--- src/rtl/ifpcn_pkg.sv ---
// Purpose: constants and types of the interrupt flag, priority and change-notify block
// Assumes: Avalon-MM byte addresses, one 32-bit word per register, 16-bit data
// Notes: change-notify words hold 16 pins each, six words cover 84 pins
package ifpcn_pkg;
    // bus geometry
    localparam int ADDR_W = 8;
    localparam int DATA_W = 32;
    localparam int REG_W = 16;
    // register byte offsets
    localparam logic [7:0] OFS_FLAG_STATUS_TWO = 8'h00;
    localparam logic [7:0] OFS_PRIO_ADC_UART_TX = 8'h04;
    localparam logic [7:0] OFS_PRIO_SERIAL_TWO = 8'h08;
    localparam logic [7:0] OFS_CN_ENABLE0 = 8'h10;
    localparam logic [7:0] OFS_CN_PULLUP0 = 8'h30;
    localparam logic [7:0] OFS_CN_PULLDOWN0 = 8'h50;
    localparam logic [7:0] OFS_IRQ_STATUS = 8'h70;
    localparam logic [7:0] OFS_IRQ_MASK = 8'h74;
    localparam logic [7:0] OFS_CN_CONTROL = 8'h78;
    localparam logic [7:0] WORD_STRIDE = 8'h04;
    // change-notify geometry
    localparam int CN_PINS = 84;
    localparam int CN_WORDS = 6;
    localparam int CN_BITS = CN_WORDS * REG_W;
    localparam int USB_DPLUS_IDX = 82;
    localparam int USB_DMINUS_IDX = 83;
    localparam int CTRL_USB_DIS = 0;
    // flag word field positions
    localparam int FLAG_SER2_FAULT = 0;
    localparam int FLAG_SER2_EVENT = 1;
    localparam int FLAG_CAP3 = 5;
    localparam logic [15:0] FLAG_IMPL_MASK = 16'h01E3;
    // priority word field positions and reset
    localparam int PRIO_HI_LSB = 4;
    localparam int PRIO_LO_LSB = 0;
    localparam logic [15:0] PRIO_IMPL_MASK = 16'h0077;
    localparam logic [2:0] PRIO_RESET = 3'h4;
    localparam logic [15:0] PRIO_WORD_RESET = 16'h0044;
    localparam logic [2:0] PRIO_OFF = 3'h0;
    // sticky event status bits
    localparam int IRQ_W = 7;
    localparam int IRQ_CN = 0;
    localparam int IRQ_SER2_EVENT = 1;
    localparam int IRQ_SER2_FAULT = 2;
    localparam int IRQ_CAP_LSB = 3;
    // bus answer phases
    typedef enum logic [1:0] {
        IFPCN_BUS_IDLE = 2'b01,
        IFPCN_BUS_ANSWER = 2'b10
    } ifpcn_bus_phase_t;
    // whole state of the block
    typedef struct packed {
        ifpcn_bus_phase_t phase;
        logic waitreq;
        logic [DATA_W-1:0] rdata;
        logic [REG_W-1:0] flags;
        logic [REG_W-1:0] prio_adc_uart;
        logic [REG_W-1:0] prio_serial2;
        logic [CN_BITS-1:0] cn_en;
        logic [CN_BITS-1:0] cn_pu;
        logic [CN_BITS-1:0] cn_pd;
        logic [CN_PINS-1:0] cn_prev;
        logic cn_armed;
        logic usb_dis;
        logic [IRQ_W-1:0] irq_stat;
        logic [IRQ_W-1:0] irq_mask;
        logic irq;
        logic [2:0] pend;
        logic wake;
    } ifpcn_state_t;
endpackage

--- src/rtl/ifpcn_top.sv ---
// Purpose: interrupt flags, priority fields and pin change notification behind Avalon-MM
// Assumes: pins and event lines are synchronous to ref_clk; event lines are one-cycle pulses
// Notes: waitrequest idles high; every access answers on the second edge
//
// Our own choices: the placing of the registers and the Avalon-MM register port.
`timescale 1ns/100ps
`default_nettype none

module ifpcn_top (
    input wire logic ref_clk,
    input wire logic srst,
    input wire logic [ifpcn_pkg::ADDR_W-1:0] avs_address,
    input wire logic avs_read,
    input wire logic avs_write,
    input wire logic [ifpcn_pkg::DATA_W-1:0] avs_writedata,
    input wire logic [3:0] avs_byteenable,
    output logic [ifpcn_pkg::DATA_W-1:0] avs_readdata,
    output logic avs_waitrequest,
    input wire logic [3:0] capture_event,
    input wire logic serial2_event_req,
    input wire logic serial2_fault_req,
    input wire logic [ifpcn_pkg::CN_PINS-1:0] cn_pin,
    input wire logic sleep_mode,
    output logic irq,
    output logic [2:0] pend_priority,
    output logic cn_wake,
    output logic [ifpcn_pkg::REG_W-1:0] flag_status,
    output logic [2:0] adc_done_priority,
    output logic [2:0] uart1_transmit_priority,
    output logic [ifpcn_pkg::CN_PINS-1:0] cn_pullup_en,
    output logic [ifpcn_pkg::CN_PINS-1:0] cn_pulldown_en
);
    ifpcn_pkg::ifpcn_state_t s;
    ifpcn_pkg::ifpcn_state_t n;
    logic [ifpcn_pkg::CN_PINS-1:0] cn_enabled;
    logic [ifpcn_pkg::CN_PINS-1:0] cn_usb_gate;
    logic [ifpcn_pkg::CN_PINS-1:0] cn_change;
    logic wr_take;
    logic rd_take;

    // true when addr falls in one of the six words starting at base
    function automatic logic cn_hit(input logic [7:0] addr, input logic [7:0] base);
        logic [7:0] d;
        d = addr - base;
        cn_hit = (addr >= base) && (d[1:0] == 2'b00) && (d[7:2] < 6'(ifpcn_pkg::CN_WORDS));
    endfunction

    // word index within a six-word group
    function automatic logic [2:0] cn_idx(input logic [7:0] addr, input logic [7:0] base);
        logic [7:0] d;
        d = addr - base;
        cn_idx = d[4:2];
    endfunction

    // merge the low two byte lanes of a write into a 16-bit register
    function automatic logic [15:0] lane_merge(
        input logic [15:0] old,
        input logic [31:0] wdata,
        input logic [3:0] be
    );
        lane_merge = old;
        if (be[0])
        begin
            lane_merge[7:0] = wdata[7:0];
        end
        if (be[1])
        begin
            lane_merge[15:8] = wdata[15:8];
        end
    endfunction

    // a field value is its priority level; zero means off
    function automatic logic [2:0] prio_level(input logic pending, input logic [2:0] field);
        prio_level = pending ? field : ifpcn_pkg::PRIO_OFF;
    endfunction

    // register read multiplexer, unmapped addresses read zero
    function automatic logic [31:0] read_word(
        input ifpcn_pkg::ifpcn_state_t st,
        input logic [7:0] addr
    );
        read_word = '0;
        if (addr == ifpcn_pkg::OFS_FLAG_STATUS_TWO)
        begin
            read_word[15:0] = st.flags & ifpcn_pkg::FLAG_IMPL_MASK;
        end
        else if (addr == ifpcn_pkg::OFS_PRIO_ADC_UART_TX)
        begin
            read_word[15:0] = st.prio_adc_uart & ifpcn_pkg::PRIO_IMPL_MASK;
        end
        else if (addr == ifpcn_pkg::OFS_PRIO_SERIAL_TWO)
        begin
            read_word[15:0] = st.prio_serial2 & ifpcn_pkg::PRIO_IMPL_MASK;
        end
        else if (cn_hit(addr, ifpcn_pkg::OFS_CN_ENABLE0))
        begin
            read_word[15:0] = st.cn_en[cn_idx(addr, ifpcn_pkg::OFS_CN_ENABLE0)*16 +: 16];
        end
        else if (cn_hit(addr, ifpcn_pkg::OFS_CN_PULLUP0))
        begin
            read_word[15:0] = st.cn_pu[cn_idx(addr, ifpcn_pkg::OFS_CN_PULLUP0)*16 +: 16];
        end
        else if (cn_hit(addr, ifpcn_pkg::OFS_CN_PULLDOWN0))
        begin
            read_word[15:0] = st.cn_pd[cn_idx(addr, ifpcn_pkg::OFS_CN_PULLDOWN0)*16 +: 16];
        end
        else if (addr == ifpcn_pkg::OFS_IRQ_STATUS)
        begin
            read_word[ifpcn_pkg::IRQ_W-1:0] = st.irq_stat;
        end
        else if (addr == ifpcn_pkg::OFS_IRQ_MASK)
        begin
            read_word[ifpcn_pkg::IRQ_W-1:0] = st.irq_mask;
        end
        else if (addr == ifpcn_pkg::OFS_CN_CONTROL)
        begin
            read_word[ifpcn_pkg::CTRL_USB_DIS] = st.usb_dis;
        end
    endfunction

    // per-pin enable and usb gating, one slice per pin
    genvar gi;
    generate
        for (gi = 0; gi < ifpcn_pkg::CN_PINS; gi++)
        begin : g_pin
            assign cn_enabled[gi] = s.cn_en[gi];
            assign cn_usb_gate[gi] = ((gi == ifpcn_pkg::USB_DPLUS_IDX)
                || (gi == ifpcn_pkg::USB_DMINUS_IDX)) ? s.usb_dis : 1'b1;
            assign cn_change[gi] = s.cn_armed && (cn_pin[gi] ^ s.cn_prev[gi])
                && cn_enabled[gi] && cn_usb_gate[gi];
        end
    endgenerate

    // accesses take effect only on the edge where waitrequest is low
    assign wr_take = avs_write && (s.phase == ifpcn_pkg::IFPCN_BUS_ANSWER);
    assign rd_take = avs_read && (s.phase == ifpcn_pkg::IFPCN_BUS_ANSWER);

    // next-state logic for the whole block
    always_comb
    begin
        logic [ifpcn_pkg::IRQ_W-1:0] ev;
        logic [15:0] hw_set;
        logic [2:0] lvl_evt;
        logic [2:0] lvl_flt;
        ev = '0;
        hw_set = '0;
        lvl_evt = '0;
        lvl_flt = '0;
        n = s;
        // bus answer sequencing
        unique case (s.phase)
            ifpcn_pkg::IFPCN_BUS_IDLE:
            begin
                if (avs_read || avs_write)
                begin
                    n.phase = ifpcn_pkg::IFPCN_BUS_ANSWER;
                    n.waitreq = 1'b0;
                    n.rdata = avs_read ? read_word(s, avs_address) : '0;
                end
            end
            ifpcn_pkg::IFPCN_BUS_ANSWER:
            begin
                n.phase = ifpcn_pkg::IFPCN_BUS_IDLE;
                n.waitreq = 1'b1;
            end
        endcase
        // register writes; flag and priority words drop unimplemented bits, change-notify words keep all 16
        if (wr_take)
        begin
            if (avs_address == ifpcn_pkg::OFS_FLAG_STATUS_TWO)
            begin
                n.flags = lane_merge(s.flags, avs_writedata, avs_byteenable)
                    & ifpcn_pkg::FLAG_IMPL_MASK;
            end
            if (avs_address == ifpcn_pkg::OFS_PRIO_ADC_UART_TX)
            begin
                n.prio_adc_uart = lane_merge(s.prio_adc_uart, avs_writedata, avs_byteenable)
                    & ifpcn_pkg::PRIO_IMPL_MASK;
            end
            if (avs_address == ifpcn_pkg::OFS_PRIO_SERIAL_TWO)
            begin
                n.prio_serial2 = lane_merge(s.prio_serial2, avs_writedata, avs_byteenable)
                    & ifpcn_pkg::PRIO_IMPL_MASK;
            end
            if (cn_hit(avs_address, ifpcn_pkg::OFS_CN_ENABLE0))
            begin
                n.cn_en[cn_idx(avs_address, ifpcn_pkg::OFS_CN_ENABLE0)*16 +: 16] = lane_merge(
                    s.cn_en[cn_idx(avs_address, ifpcn_pkg::OFS_CN_ENABLE0)*16 +: 16],
                    avs_writedata, avs_byteenable);
            end
            if (cn_hit(avs_address, ifpcn_pkg::OFS_CN_PULLUP0))
            begin
                n.cn_pu[cn_idx(avs_address, ifpcn_pkg::OFS_CN_PULLUP0)*16 +: 16] = lane_merge(
                    s.cn_pu[cn_idx(avs_address, ifpcn_pkg::OFS_CN_PULLUP0)*16 +: 16],
                    avs_writedata, avs_byteenable);
            end
            if (cn_hit(avs_address, ifpcn_pkg::OFS_CN_PULLDOWN0))
            begin
                n.cn_pd[cn_idx(avs_address, ifpcn_pkg::OFS_CN_PULLDOWN0)*16 +: 16] = lane_merge(
                    s.cn_pd[cn_idx(avs_address, ifpcn_pkg::OFS_CN_PULLDOWN0)*16 +: 16],
                    avs_writedata, avs_byteenable);
            end
            if ((avs_address == ifpcn_pkg::OFS_IRQ_MASK) && avs_byteenable[0])
            begin
                n.irq_mask = avs_writedata[ifpcn_pkg::IRQ_W-1:0];
            end
            if ((avs_address == ifpcn_pkg::OFS_CN_CONTROL) && avs_byteenable[0])
            begin
                n.usb_dis = avs_writedata[ifpcn_pkg::CTRL_USB_DIS];
            end
        end
        // hardware flag sets win over a same-cycle software clear
        hw_set[ifpcn_pkg::FLAG_SER2_FAULT] = serial2_fault_req;
        hw_set[ifpcn_pkg::FLAG_SER2_EVENT] = serial2_event_req;
        hw_set[ifpcn_pkg::FLAG_CAP3 +: 4] = capture_event;
        n.flags = n.flags | hw_set;
        // pin change tracking; first cycle after reset only samples
        n.cn_prev = cn_pin;
        n.cn_armed = 1'b1;
        n.wake = sleep_mode && (|cn_change);
        // sticky events: read clears only the bits returned
        if (rd_take && (avs_address == ifpcn_pkg::OFS_IRQ_STATUS))
        begin
            n.irq_stat = s.irq_stat & ~s.rdata[ifpcn_pkg::IRQ_W-1:0];
        end
        ev[ifpcn_pkg::IRQ_CN] = |cn_change;
        ev[ifpcn_pkg::IRQ_SER2_EVENT] = serial2_event_req
            && (s.prio_serial2[ifpcn_pkg::PRIO_HI_LSB +: 3] != ifpcn_pkg::PRIO_OFF);
        ev[ifpcn_pkg::IRQ_SER2_FAULT] = serial2_fault_req
            && (s.prio_serial2[ifpcn_pkg::PRIO_LO_LSB +: 3] != ifpcn_pkg::PRIO_OFF);
        ev[ifpcn_pkg::IRQ_CAP_LSB +: 4] = capture_event;
        n.irq_stat = n.irq_stat | ev;
        n.irq = |(n.irq_stat & n.irq_mask);
        // highest enabled pending level of the serial2 pair
        lvl_evt = prio_level(n.flags[ifpcn_pkg::FLAG_SER2_EVENT],
            n.prio_serial2[ifpcn_pkg::PRIO_HI_LSB +: 3]);
        lvl_flt = prio_level(n.flags[ifpcn_pkg::FLAG_SER2_FAULT],
            n.prio_serial2[ifpcn_pkg::PRIO_LO_LSB +: 3]);
        n.pend = (lvl_evt > lvl_flt) ? lvl_evt : lvl_flt;
    end

    // state register
    always_ff @(posedge ref_clk)
    begin
        if (srst)
        begin
            s <= '0;
            s.phase <= ifpcn_pkg::IFPCN_BUS_IDLE;
            s.waitreq <= 1'b1;
            s.prio_adc_uart <= ifpcn_pkg::PRIO_WORD_RESET;
            s.prio_serial2 <= ifpcn_pkg::PRIO_WORD_RESET;
        end
        else
        begin
            s <= n;
        end
    end

    // outputs straight from state flops
    assign avs_readdata = s.rdata;
    assign avs_waitrequest = s.waitreq;
    assign irq = s.irq;
    assign pend_priority = s.pend;
    assign cn_wake = s.wake;
    assign flag_status = s.flags;
    assign adc_done_priority = s.prio_adc_uart[ifpcn_pkg::PRIO_HI_LSB +: 3];
    assign uart1_transmit_priority = s.prio_adc_uart[ifpcn_pkg::PRIO_LO_LSB +: 3];
    assign cn_pullup_en = s.cn_pu[ifpcn_pkg::CN_PINS-1:0];
    assign cn_pulldown_en = s.cn_pd[ifpcn_pkg::CN_PINS-1:0];
endmodule
`default_nettype wire

--- config.mk ---
export PLATFORM = sky130hd
export DESIGN_NAME = ifpcn_top
export DESIGN_NICKNAME = d
export VERILOG_FILES = /design/src/rtl/ifpcn_pkg.sv /design/src/rtl/ifpcn_top.sv
export SDC_FILE = /design/constraint.sdc
export NUM_CORES = 1
export LEC_CHECK = 0
export ABC_AREA = 0
export BUFFER_PORTS_ARGS = -buffer_cell sky130_fd_sc_hd__buf_2
export CORE_MARGIN = 2
export CORE_UTILIZATION = 40
export DETAILED_ROUTE_END_ITERATION = 8
export PLACE_DENSITY = 0.71
export SYNTH_ARGS = -nofsm -noshare
export SYNTH_HDL_FRONTEND = slang
export SYNTH_SLANG_ARGS = --single-unit
--- constraint.sdc ---
create_clock -name ref_clk -period 12.8 [get_ports ref_clk]
set_input_delay 3.84 -clock ref_clk [delete_from_list [all_inputs] [get_ports ref_clk]]
set_output_delay 3.84 -clock ref_clk [all_outputs]
set_load 0.1 [all_outputs]
==> metrics.txt <==
Syn-to-layout area delta 9.04%; Synth Register Bits 429; Max stage delay on crit path 730 ps; DRT Wirelength 73600 um; vias 17679; Netlist cell types 71; drt initial violations 1618; Pre-antenna DRT Iters 6; Netlist Area Pre-Place 21900 um2; pin count of the biggest net entering global routing 218; Remaining Overflow, GRT 0; WL/cell 23.4 um; Tcrit/Tclk final 60.7%; CP max-delay cell buf_4; Post-DP HPWL 51900 um; count of clock tree sinks 429; largest area contributor in the netlist dfxtp_1; peak fanout along the critical path 67; ys async rst share 0%; Final Hold Viols 0; num ports 367; worst rel slew slack 27.5%; worst-skew pair later-pin latency 600 ps; Worst Path Arrival 8210 ps; startpoint types input pin; Die Y 238 um; Critical Path End Type flip-flop; ys flop type dfxtp_1; TritonCTS clock tree built; Max Buffers Root-to-Sink 3; crit-path leading delay family buffers and inverters; GRT Util Overall 25.2%; GPL Wtd Cong 0.928; Routed Antenna Nets 0; Max-Cap Viols 0; utilization after layout 44.3%; Setup Fix Bufs, Post-CTS 0; Seq/Total Area, Yosys 39.2%; first-pass GRT wire length 108000 um; slew at the pin with the worst max-slew slack 1090 ps; status finished, final reports clean; # resized after CTS 0; EDFF count, synth 0; Peak Freq 129 MHz; I/O Buffers 322; crit path buf inv count 4; via/cell ratio 5.61; Final WS setup 5030 ps; crit path kind in2reg; root buf cell clkbuf_16; initial antenna violation count 3; setup violators final 0; cts hold-fix bufs 0; initial core utilization 40.6%; post-layout minimum cycle time 7770 ps; CP cell instances buf_2, buf_4, inv_1, ha_1, ha_1, or2_4, nor2_1, nand3_1, nor3_4, buf_4, mux2i_1, nor2_1; DRC 0; Cell Rows 85; Setup TNS 0 ps; Worst Clk Skew 23.3 ps; Req. time, crit path 13240 ps; Setup WS pre-CTS 4500 ps; RSZ-0062 raised after global routing false; nets 2568; Placeable Area 54000 um2; die width 238 um; flop2flop setup slack 9540 ps; Worst IR Drop VDD 108 uV; Clk pin slew, worst setup/hold paths 60 ps; vias in the first global route 16940; syn_area_per_cell 9.25 um2; H-tree depth 2; die area 56700 um2; Leakage 9.48 nW; P per Cell Area 126 nW/um2; main area contributors after synthesis dfxtp_1, mux2i_1, buf_4, nor2_1, mux4_2; Hold Slack 455 ps; Synth top area share 39.2%; ratio of cells with drive above 1 in the final layout 20.7%; type of the most critical hold path reg2reg; Synth warnings 0; number of CTS-inserted buffers 46; Synth Instances 2371; Slew Limit Fails 0
## power breakdown
| group | internal (mW) | total (mW) | switching (mW) |
|---|---|---|---|
| sequential | 1.35 | 1.36 | 0.00886 |
| clock | 0.804 | 1.38 | 0.581 |
| combinational | 0.0690 | 0.274 | 0.205 |
| total | 2.23 | 3.02 | 0.795 |
## layout by cell type (no fill, tap or decap), types with 6 or more instances in the layout
cell type | netlist | layout
clkbuf_8 | 0 | 13
and2_1 | 8 | 8
nor2_1 | 345 | 345
mux4_2 | 48 | 48
nor3_1 | 13 | 13
xor2_1 | 84 | 84
clkbuf_1 | 105 | 8
and3_1 | 9 | 9
buf_2 | 10 | 320
clkinv_2 | 0 | 7
nand3_1 | 16 | 16
nand4_1 | 18 | 18
o2bb2ai_1 | 36 | 36
mux2i_1 | 256 | 256
o21ai_1 | 14 | 14
ha_1 | 11 | 11
clkbuf_16 | 0 | 46
o21a_1 | 65 | 65
nor2b_1 | 87 | 87
o21ai_0 | 69 | 69
a21oi_1 | 90 | 90
a222oi_1 | 8 | 8
nand2_1 | 143 | 143
a22oi_1 | 48 | 48
buf_4 | 240 | 28
o22ai_1 | 6 | 6
or3_1 | 65 | 65
inv_1 | 13 | 13
dfxtp_1 | 429 | 429
conb_1 | 1 | 26
nor3_4 | 10 | 10
o2111ai_2 | 0 | 6
nand2b_1 | 18 | 18
## Yosys cell counts, drive strengths merged, types with 9 or more instances
cell type and count:
o2bb2ai 36, nand4 19, o21a 65, xor2 84, nand2 145, nor2 345
nand2b 18, mux4 48, buf 272, inv 13, mux2i 256, dfxtp 429
and2 9, nand3 16, clkbuf 105, or3 65, ha 11, and3 9
a21oi 93, nor3 23, a22oi 48, o21ai 83, nor2b 87
## per-stage QoR
step | area, um2 | std cells | power [mW]
2_1_floorplan | 22000 | 2396 | 1.58
3_3_place_gp | 22300 | 3066 | 1.66
3_5_place_dp | 22300 | 3066 | 1.66
4_1_cts | 23900 | 3150 | 3.04
5_1_grt | 23900 | 3152 | 3.11
6_report | 23900 | 3152 | 3.02
## cell families after synthesis
group / count (synthesis) / synth area share [%]
simple gates: 762 / 16.8
fa+ha+maj: 11 / 0.628
other cells: 1 / 0.0171
buf+inv: 390 / 11.4
xor+xnor: 85 / 3.40
compound gates: 389 / 11.9
mux: 304 / 16.6
flops: 429 / 39.2
## layout make-up
| cell class | instances | area, um2 |
|---|---|---|
| Inverter | 13 | 48.8 |
| Clock buffer | 67 | 1360 |
| Timing Repair Buffer | 351 | 1860 |
| Fill cell | 5144 | 30100 |
| Sequential cell | 429 | 8590 |
| Clock inverter | 17 | 214 |
| Antenna cell | 2 | 5.00 |
| Tap cell | 696 | 871 |
| Multi-Input combinational cell | 1577 | 11000 |
## worst paths after layout
| kind | start | depth (start not counted) | end |
|---|---|---|---|
| worst max-delay path | avs_address[3] | 12 | flip-flop |
| worst max register to register | s[474] | 10 | pend_priority[0] |
| worst min register to register | flip-flop | 2 | flip-flop |
| worst min-delay path | flip-flop | 2 | flip-flop |
## worst min-delay path: cells and delay by family (launching register included)
kind	cells	cell delay, ps
AND/OR/NAND/NOR	1	50
AO/OA/AOI/OAI	1	50
flip-flops	1	310
## metal layers
layer	up-vias	global-route usage, %	routed length, um
met5	-	0	9
met3	158	4.64	6340
met1	8503	33.6	30800
met2	943	39.4	33200
li1	8073	-	-
met4	2	11.9	3370
(Power assumes the default switching activity.)
